$ cat src/verilog/counter_pkg.sv
/*
  Constants, types and register map of the counting channel.
  Assumes a 50 MHz APB clock.
*/
package counter_pkg;

  // ----------------------------------------------------------------
  // Clock and timing
  // ----------------------------------------------------------------
  localparam int CLK_PERIOD_NS = 20;
  localparam int DIR_STABLE_NS = 3000;
  localparam int DIR_STABLE_CYCLES = (DIR_STABLE_NS + CLK_PERIOD_NS - 1) / CLK_PERIOD_NS;
  localparam int PINS_SETTLE_CYCLES = 3;

  // ----------------------------------------------------------------
  // Widths and identity
  // ----------------------------------------------------------------
  localparam int COUNT_WIDTH = 25;
  localparam int CHANNELS_SMALL = 2;
  localparam int CHANNELS_LARGE = 4;
  localparam logic [7:0] BLOCK_ID = 8'h5A;  // Arbitrary value

  // ----------------------------------------------------------------
  // Register byte offsets
  // ----------------------------------------------------------------
  localparam logic [7:0] OFS_CTRL = 8'h00;
  localparam logic [7:0] OFS_PRESET = 8'h04;
  localparam logic [7:0] OFS_THRESH0 = 8'h08;
  localparam logic [7:0] OFS_THRESH1 = 8'h0C;
  localparam logic [7:0] OFS_CURRENT = 8'h10;
  localparam logic [7:0] OFS_CAPTURE = 8'h14;
  localparam logic [7:0] OFS_STATUS = 8'h18;
  localparam logic [7:0] OFS_IDENT = 8'h1C;

  // ----------------------------------------------------------------
  // Status bit positions (bits 0 to 2 are sticky, write one to clear)
  // ----------------------------------------------------------------
  localparam int ST_THR0_CROSS = 0;
  localparam int ST_THR1_CROSS = 1;
  localparam int ST_SUPPLY_FAULT = 2;
  localparam int ST_SUPPLY_LIVE = 3;
  localparam int ST_CMP0 = 4;
  localparam int ST_CMP1 = 5;
  localparam int ST_DOWN = 6;
  localparam int ST_OUT_ZERO = 7;
  localparam int ST_OUT_ONE = 8;
  localparam int ST_CAM_ARMED = 9;
  localparam int STATUS_USED = 10;
  localparam int CTRL_USED = 14;

  // ----------------------------------------------------------------
  // Modes and carriers
  // ----------------------------------------------------------------
  typedef enum logic [1:0] {
    MODE_SEPARATE = 2'b00,
    MODE_PULSE_DIR = 2'b01,
    MODE_SW_DIR = 2'b10,
    MODE_QUAD = 2'b11
  } count_mode_t;

  typedef enum logic [2:0] {
    PRE_NONE = 3'b000,
    PRE_ANY_EDGE = 3'b001,
    PRE_DIR_MATCHED = 3'b010,
    PRE_DIR_OPPOSED = 3'b011,
    PRE_LEVEL = 3'b100,
    PRE_SHORT_CAM = 3'b101,
    PRE_LONG_CAM = 3'b110
  } preset_mode_t;

  // Control word, bit 0 at the bottom
  typedef struct packed {
    logic manual_out_one;
    logic manual_out_zero;
    logic out_one_en;
    logic out_zero_en;
    logic out_manual;
    logic sw_enable;
    logic preset_confirm;
    preset_mode_t preset_mode;
    logic sw_down;
    logic quad_x4;
    count_mode_t count_mode;
  } ctrl_t;

  localparam ctrl_t CTRL_RESET = '0;

  // Pin group seen by the counting logic
  typedef struct packed {
    logic a;
    logic b;
    logic z;
    logic pres;
    logic val;
    logic capt;
    logic supply;
  } pins_t;

  // Supply return idles high so reset shows no fault
  localparam pins_t PINS_RESET = 7'h01;

endpackage

$ cat src/verilog/up_down_counter_channel.sv
/*
  One up/down counting channel with an APB register slave, preset logic,
  threshold events, capture, supply check and two reflex outputs.
  Assumes pins synchronous to pclk and an APB master; a module of two
  or four channels holds one instance per channel.
*/
`timescale 1ns/1ns

module up_down_counter_channel
  import counter_pkg::*;
#(
  parameter int CNT_W = COUNT_WIDTH,
  parameter int CHANNEL_INDEX = 0,
  parameter int CHANNELS = CHANNELS_SMALL
) (
  input wire logic pclk,
  input wire logic presetn,
  input wire logic psel,
  input wire logic penable,
  input wire logic pwrite,
  input wire logic [7:0] paddr,
  input wire logic [31:0] pwdata,
  output logic [31:0] prdata,
  output logic pready,
  output logic pslverr,
  input wire logic count_input_a,
  input wire logic count_input_b,
  input wire logic top_turn_input,
  input wire logic preset_input,
  input wire logic count_enable_input,
  input wire logic capture_input,
  input wire logic encoder_supply_return,
  output logic reflex_output_zero,
  output logic reflex_output_one
);

  // ----------------------------------------------------------------
  // Helpers
  // ----------------------------------------------------------------
  function automatic logic rise(input logic now, input logic was);
    return now & ~was;
  endfunction

  function automatic logic fall(input logic now, input logic was);
    return ~now & was;
  endfunction

  function automatic logic at_or_above(input logic [CNT_W-1:0] v, input logic [CNT_W-1:0] t);
    return v >= t;
  endfunction

  function automatic logic [31:0] widen(input logic [CNT_W-1:0] v);
    return 32'(v);
  endfunction

  function automatic logic addr_mapped(input logic [7:0] a);
    return (a[1:0] == 2'b00) && (a <= OFS_IDENT);
  endfunction

  localparam logic [7:0] DIR_LIMIT = 8'(DIR_STABLE_CYCLES);
  localparam logic [1:0] SETTLE_LIMIT = 2'(PINS_SETTLE_CYCLES);
  localparam logic [7:0] CHANNEL_ID = 8'(CHANNEL_INDEX);
  localparam logic [7:0] CHANNEL_NUM = 8'(CHANNELS);

  // ----------------------------------------------------------------
  // Register state
  // ----------------------------------------------------------------
  ctrl_t ctrl;
  logic [CNT_W-1:0] preset_value, thresh0, thresh1, current, captured;
  logic thr0_cross, thr1_cross, supply_fault, count_down, cam_armed, wr_access;
  logic [31:0] status_word;

  assign wr_access = psel & penable & pwrite;

  // ----------------------------------------------------------------
  // Pin synchronisers
  // ----------------------------------------------------------------
  pins_t pins_meta, pins_now, pins_was, pins_raw;
  logic [1:0] settle_cnt;
  logic pins_ready;

  assign pins_raw = {count_input_a, count_input_b, top_turn_input, preset_input,
                     count_enable_input, capture_input, encoder_supply_return};

  // Two stages, then one more for edge detection
  always_ff @(posedge pclk or negedge presetn) begin
    if (!presetn) begin
      pins_meta <= PINS_RESET;
      pins_now <= PINS_RESET;
      pins_was <= PINS_RESET;
    end else begin
      pins_meta <= pins_raw;
      pins_now <= pins_meta;
      pins_was <= pins_now;
    end
  end

  // Blocks false edges until the pipeline holds real pin levels
  always_ff @(posedge pclk or negedge presetn) begin
    if (!presetn) begin
      settle_cnt <= '0;
    end else if (settle_cnt != SETTLE_LIMIT) begin
      settle_cnt <= settle_cnt + 2'd1;
    end
  end

  assign pins_ready = (settle_cnt == SETTLE_LIMIT);

  // ----------------------------------------------------------------
  // Direction input stability window
  // ----------------------------------------------------------------
  logic [7:0] dir_stable_cnt;
  logic dir_stable;

  // Restarts on every change of b, saturates at the window
  always_ff @(posedge pclk or negedge presetn) begin
    if (!presetn) begin
      dir_stable_cnt <= '0;
    end else if (pins_now.b != pins_was.b) begin
      dir_stable_cnt <= '0;
    end else if (dir_stable_cnt != DIR_LIMIT) begin
      dir_stable_cnt <= dir_stable_cnt + 8'd1;
    end
  end

  assign dir_stable = (dir_stable_cnt == DIR_LIMIT);

  // ----------------------------------------------------------------
  // Count event decoding
  // ----------------------------------------------------------------
  logic up_ev, dn_ev, counting, next_down;

  assign counting = (pins_now.val | ctrl.sw_enable) & pins_ready;

  // Exactly one counting mode decodes the pins
  always_comb begin
    up_ev = 1'b0;
    dn_ev = 1'b0;
    unique case (ctrl.count_mode)
      MODE_SEPARATE: begin
        up_ev = rise(pins_now.a, pins_was.a);
        dn_ev = rise(pins_now.b, pins_was.b);
      end
      MODE_PULSE_DIR: begin
        if (rise(pins_now.a, pins_was.a) && dir_stable) begin
          up_ev = ~pins_now.b;
          dn_ev = pins_now.b;
        end
      end
      MODE_SW_DIR: begin
        up_ev = rise(pins_now.a, pins_was.a) & ~ctrl.sw_down;
        dn_ev = rise(pins_now.a, pins_was.a) & ctrl.sw_down;
      end
      MODE_QUAD: begin
        if (ctrl.quad_x4) begin
          // Any edge of either track; track a leading counts up
          if ((pins_now.a != pins_was.a) || (pins_now.b != pins_was.b)) begin
            up_ev = pins_now.a ^ pins_was.b;
            dn_ev = ~(pins_now.a ^ pins_was.b);
          end
        end else if (rise(pins_now.b, pins_was.b)) begin
          up_ev = pins_now.a;
          dn_ev = ~pins_now.a;
        end
      end
    endcase
    up_ev = up_ev & counting;
    dn_ev = dn_ev & counting;
  end

  // Direction follows its source in level modes, else the last step
  always_comb begin
    next_down = count_down;
    if (ctrl.count_mode == MODE_SW_DIR) begin
      next_down = ctrl.sw_down;
    end else if (ctrl.count_mode == MODE_PULSE_DIR && dir_stable) begin
      next_down = pins_now.b;
    end else if (up_ev != dn_ev) begin
      next_down = dn_ev;
    end
  end

  always_ff @(posedge pclk or negedge presetn) begin
    if (!presetn) begin
      count_down <= 1'b0;
    end else begin
      count_down <= next_down;
    end
  end

  // ----------------------------------------------------------------
  // Preset triggers
  // ----------------------------------------------------------------
  logic preset_hit, trig, pres_rise, pres_fall, z_rise, z_fall;

  assign pres_rise = rise(pins_now.pres, pins_was.pres);
  assign pres_fall = fall(pins_now.pres, pins_was.pres);
  assign z_rise = rise(pins_now.z, pins_was.z);
  assign z_fall = fall(pins_now.z, pins_was.z);

  // One preset mode selects the trigger
  always_comb begin
    trig = 1'b0;
    unique case (ctrl.preset_mode)
      PRE_NONE: trig = 1'b0;
      PRE_ANY_EDGE: trig = pres_rise | pres_fall;
      PRE_DIR_MATCHED: trig = count_down ? pres_fall : pres_rise;
      PRE_DIR_OPPOSED: trig = count_down ? pres_rise : pres_fall;
      PRE_LEVEL: trig = pins_now.pres;
      // Each active top turn inside the cam reloads
      PRE_SHORT_CAM: trig = pins_now.pres & (count_down ? z_fall : z_rise);
      PRE_LONG_CAM: trig = cam_armed & z_rise;
      default: trig = 1'b0;
    endcase
  end

  // Without confirmation no pin trigger takes effect
  assign preset_hit = trig & ctrl.preset_confirm & pins_ready;

  // Long cam arms when the cam input is released
  always_ff @(posedge pclk or negedge presetn) begin
    if (!presetn) begin
      cam_armed <= 1'b0;
    end else if (ctrl.preset_mode != PRE_LONG_CAM || pins_now.pres) begin
      cam_armed <= 1'b0;
    end else if (pres_fall) begin
      cam_armed <= 1'b1;
    end else if (preset_hit) begin
      cam_armed <= 1'b0;
    end
  end

  // ----------------------------------------------------------------
  // Current value and capture
  // ----------------------------------------------------------------
  // Preset beats counting; both inputs at once cancel out
  always_ff @(posedge pclk or negedge presetn) begin
    if (!presetn) begin
      current <= '0;
    end else if (preset_hit) begin
      current <= preset_value;
    end else if (up_ev && !dn_ev) begin
      current <= current + 1'b1;
    end else if (dn_ev && !up_ev) begin
      current <= current - 1'b1;
    end
  end

  // Rising edge of the capture pin latches the count
  always_ff @(posedge pclk or negedge presetn) begin
    if (!presetn) begin
      captured <= '0;
    end else if (pins_ready && rise(pins_now.capt, pins_was.capt)) begin
      captured <= current;
    end
  end

  // ----------------------------------------------------------------
  // Thresholds and supply check
  // ----------------------------------------------------------------
  logic cmp0, cmp1, cmp0_was, cmp1_was, clr_write;

  assign cmp0 = at_or_above(current, thresh0);
  assign cmp1 = at_or_above(current, thresh1);
  assign clr_write = wr_access && (paddr == OFS_STATUS);

  always_ff @(posedge pclk or negedge presetn) begin
    if (!presetn) begin
      cmp0_was <= 1'b0;
      cmp1_was <= 1'b0;
    end else begin
      cmp0_was <= cmp0;
      cmp1_was <= cmp1;
    end
  end

  // Sticky flags; a new event wins over a clear
  always_ff @(posedge pclk or negedge presetn) begin
    if (!presetn) begin
      thr0_cross <= 1'b0;
      thr1_cross <= 1'b0;
      supply_fault <= 1'b0;
    end else begin
      thr0_cross <= (thr0_cross & ~(clr_write & pwdata[ST_THR0_CROSS])) |
                    (cmp0 != cmp0_was);
      thr1_cross <= (thr1_cross & ~(clr_write & pwdata[ST_THR1_CROSS])) |
                    (cmp1 != cmp1_was);
      supply_fault <= (supply_fault & ~(clr_write & pwdata[ST_SUPPLY_FAULT])) |
                      ~pins_now.supply;
    end
  end

  // ----------------------------------------------------------------
  // Reflex outputs
  // ----------------------------------------------------------------
  always_ff @(posedge pclk or negedge presetn) begin
    if (!presetn) begin
      reflex_output_zero <= 1'b0;
      reflex_output_one <= 1'b0;
    end else if (ctrl.out_manual) begin
      reflex_output_zero <= ctrl.manual_out_zero;
      reflex_output_one <= ctrl.manual_out_one;
    end else begin
      reflex_output_zero <= cmp0 & ctrl.out_zero_en;
      reflex_output_one <= cmp1 & ctrl.out_one_en;
    end
  end

  // ----------------------------------------------------------------
  // APB slave
  // ----------------------------------------------------------------
  always_comb begin
    status_word = '0;
    status_word[ST_THR0_CROSS] = thr0_cross;
    status_word[ST_THR1_CROSS] = thr1_cross;
    status_word[ST_SUPPLY_FAULT] = supply_fault;
    status_word[ST_SUPPLY_LIVE] = ~pins_now.supply;
    status_word[ST_CMP0] = cmp0;
    status_word[ST_CMP1] = cmp1;
    status_word[ST_DOWN] = count_down;
    status_word[ST_OUT_ZERO] = reflex_output_zero;
    status_word[ST_OUT_ONE] = reflex_output_one;
    status_word[ST_CAM_ARMED] = cam_armed;
  end

  // Zero wait states; unmapped addresses answer with an error
  assign pready = 1'b1;
  assign pslverr = psel & penable & ~addr_mapped(paddr);

  // Configuration writes take effect in the access phase
  always_ff @(posedge pclk or negedge presetn) begin
    if (!presetn) begin
      ctrl <= CTRL_RESET;
      preset_value <= '0;
      thresh0 <= '0;
      thresh1 <= '0;
    end else if (wr_access) begin
      unique case (paddr)
        OFS_CTRL: ctrl <= ctrl_t'(pwdata[CTRL_USED-1:0]);
        OFS_PRESET: preset_value <= pwdata[CNT_W-1:0];
        OFS_THRESH0: thresh0 <= pwdata[CNT_W-1:0];
        OFS_THRESH1: thresh1 <= pwdata[CNT_W-1:0];
        default: ;
      endcase
    end
  end

  // Read data is sampled in the setup phase
  always_ff @(posedge pclk or negedge presetn) begin
    if (!presetn) begin
      prdata <= '0;
    end else if (psel && !penable && !pwrite) begin
      unique case (paddr)
        OFS_CTRL: prdata <= {{(32 - CTRL_USED){1'b0}}, ctrl};
        OFS_PRESET: prdata <= widen(preset_value);
        OFS_THRESH0: prdata <= widen(thresh0);
        OFS_THRESH1: prdata <= widen(thresh1);
        OFS_CURRENT: prdata <= widen(current);
        OFS_CAPTURE: prdata <= widen(captured);
        OFS_STATUS: prdata <= status_word;
        OFS_IDENT: prdata <= {8'h00, BLOCK_ID, CHANNEL_NUM, CHANNEL_ID};
        default: prdata <= '0;
      endcase
    end
  end

endmodule

$ cat config.mk
export PLATFORM = sky130hd
export DESIGN_NAME = up_down_counter_channel
export DESIGN_NICKNAME = d
export VERILOG_FILES = /design/src/verilog/counter_pkg.sv /design/src/verilog/up_down_counter_channel.sv
export SDC_FILE = /design/constraint.sdc
export NUM_CORES = 1
export LEC_CHECK = 0
export ABC_AREA = 0
export BUFFER_PORTS_ARGS = -buffer_cell sky130_fd_sc_hd__buf_2
export CAP_MARGIN = 20
export CORE_ASPECT_RATIO = 0.8
export CORE_UTILIZATION = 50
export DETAILED_ROUTE_END_ITERATION = 8
export HOLD_SLACK_MARGIN = 0.08
export PLACE_DENSITY = 0.73
export SLEW_MARGIN = 20
export SYNTH_ARGS = -nofsm -noshare
export SYNTH_HDL_FRONTEND = slang
export SYNTH_SLANG_ARGS = --single-unit
$ cat constraint.sdc
create_clock -name pclk -period 8.3 [get_ports pclk]
set_input_delay 0.83 -clock pclk [delete_from_list [all_inputs] [get_ports pclk]]
set_output_delay 0.83 -clock pclk [all_outputs]
set_load 0.01 [all_outputs]
==> reports/results.ini <==
[status]
status = completed

[worst_setup_path]
cp_max_fo = 25
cp-start-kind = register
worst-setup-path-type = reg -> reg
end_kind = register
rrSetupSlack_ns = 2.92
crit_arrival_ns = 5.73
cp.required_ns = 8.65
reg2regPathDepth = 15

[finish]
fillers = 1911
area_delta_synth_final_pct = 11.2
antenna-diode-count = 0
final_nets = 1374
final_layout_size_suffix_gt1_share_pct = 17.3

[clock_tree]
cts.hold.buffers_added = 0
cts_max_path_buffers = 3
cts_setup_buffers = 0
cts_tree = built
h-tree-depth = 1
clk_latency_ns = 0.52
cts_resized = 0
clk_pin_slew_ns = 0.06
root_buffer = clkbuf_16
cts-buffers-inserted = 22
cts_sinks = 202

[synth]
syn_inst = 1184
synth.cell_area_um2 = 11600
yosys-top-cells-area = dfrtp_1, ha_1, mux2_2
yosysWarnings = 0
synth_top_area_share_pct = 43.0
synth.yosys.seq_area_share_pct = 43.4
synth_seq_cells = 202
synth_edf_count = 0
avgSynthCellArea_um2 = 9.84
synth-main-ff-cell = dfrtp_1
async_reset_ff_share_pct = 100
synth_top_area_cell = dfrtp_1
synthDistinctLibCells = 73

[routing]
viasPerCell = 6.05
final_antenna_net_count = 0
drt_iter0_markers = 882
totalWireLength_mm = 30.7
drc = 0
vias = 9426
wl_per_cell_um = 19.7
drtPass1Iterations = 7

[timing]
skew_ns = 0.0331
setup_viol_count_final = 0
hold_viol = 0
final_max_slew_viol_count = 0
rsz0062_at_grt = false
finalSetupTns_ns = 0
finalCriticalPeriod_ns = 5.38
period_share_pct = 64.8
fmax_mhz = 186
slew_headroom_pct = 32.7
hold_slack_ns = 0.348
worst_pin_slew_ns = 1.01

[power]
p_leak_nw = 6.19
pwr_density_cell_nw_per_um2 = 262
ir_drop_mv = 0.149

[grt]
grt_max_degree = 125
antenna_found_initial = 1
grt_pass1_wl_mm = 49.6
grtUsageTotal_pct = 26.0
overflow = 0
grt_pass1_vias = 9041

[floorplan]
io-pin-count = 88
fp.dieH_um = 139
initial_utilization_pct = 51.3
core_area_um2 = 22700
rows = 49
dieArea_um2 = 23900
die_x_um = 173

[placement]
globalplace.congestion = 0.879
io_buffers = 72
place_hpwl_mm = 21.6

[worst_hold_path]
min_path_cells = 0
hold_class = reg -> reg

[run]
cap_violations = 0

[worst max-delay path: stages, from the launching register on]
cell and delay (ns):
dfrtp_1 0.44, ha_1 0.43, nand2_1 0.13, nand2_1 0.07
or4_1 0.52, a31o_2 0.29, ha_1 0.31, inv_1 0.69
ha_1 0.43, a21o_1 0.19, a221oi_1 0.66, o41a_1 0.33
a21oi_1 0.09, a311oi_1 0.36, xor2_1 0.18, a21oi_1 0.08
[registers in the layout, indices dropped and copies added (netlist names), 2 cells and up]
register and flops:
ctrl 14, thresh0 25, current 25, dir_stable_cnt 8, preset_value 25, pins_meta 7
prdata 25, thresh1 25, settle_cnt 2, captured 25, pins_now 7, pins_was 5
[per-stage QoR]
step | std cells | worst slack [ns] | total power, mW | util (%) | area, um2
after global placement | 1521 | 3.05 | 2.33 | 53.8 | 12200
final | 1559 | 2.92 | 3.39 | 57.1 | 13000
after CTS | 1559 | 2.91 | 3.38 | 57.1 | 13000
after detailed placement | 1521 | 2.97 | 2.36 | 53.8 | 12200
after floorplan | 1190 | 3.92 | 2.05 | - | 11700
after global routing | 1559 | 2.54 | 3.58 | 57.1 | 13000
[power breakdown]
part / switching (mW) / internal [mW] / total, mW
combinational: 0.595 / 0.465 / 1.06
sequential: 0.192 / 1.12 / 1.32
clock: 0.404 / 0.610 / 1.01
[final timing paths]
check	start	endpoint
min in group asynchronous	presetn	pins_meta[4]
worst max-delay path	pins_now[5]	current[24]
max in group asynchronous	presetn	thresh0[18]
worst min-delay path	pins_meta[3]	pins_now[3]
worst max register to register	pins_now[5]	current[24]
worst min register to register	pins_meta[3]	pins_now[3]
[area by class of cell]
type / count / area (um2) / area share, %
multi-input combinational: 858 / 6030 / 46.6
sequential: 202 / 5060 / 39.0
clock buffer: 29 / 607 / 4.69
timing repair buffer: 86 / 474 / 3.66
tap: 306 / 383 / 2.96
inverter: 69 / 259 / 2.00
clock inverter: 9 / 140 / 1.08
[routing by layer]
metal	global-route usage [%]	routed length, um	up-vias
li1	-	-	4370
met2	38.0	12900	387
met5	0	12	-
met4	5.87	560	2
met1	38.6	14500	4618
met3	6.55	2750	49
[cells in the mapped netlist (all sizes together), types with 14 or more instances]
cell type	instances
a21o	21
clkbuf	27
buf	34
a22oi	21
nand2	151
ha	82
a221oi	15
o211ai	14
a21oi	64
o21ai	121
a31oi	15
nor2	59
xnor2	17
nand3	18
mux2	71
dfrtp	200
inv	69
[kinds of logic after synthesis]
group	synth area share (%)
adders and majority gates	8.98
DFF	43.4
and+or+nand+nor	13.3
AOI/OAI and AO/OA	17.5
xor gates and xnor gates	2.03
muxes	9.66
other	0.0645
buffers and inverters	5.04
[cells in the final DEF, fill, tap and decap left out, types with 14 or more instances in the layout]
| cell type | count |
|---|---|
| nand3_1 | 18 |
| dfrtp_1 | 200 |
| nor2_1 | 57 |
| a31oi_1 | 15 |
| o211ai_1 | 14 |
| a22oi_1 | 21 |
| a221oi_1 | 15 |
| inv_1 | 69 |
| buf_4 | 14 |
| xnor2_1 | 17 |
| a21o_1 | 21 |
| clkbuf_16 | 22 |
| ha_1 | 82 |
| a21oi_1 | 64 |
| nand2_1 | 149 |
| mux2_2 | 61 |
| o21ai_0 | 121 |
| buf_2 | 71 |
Note: power is estimated with default switching activity, not from simulation.
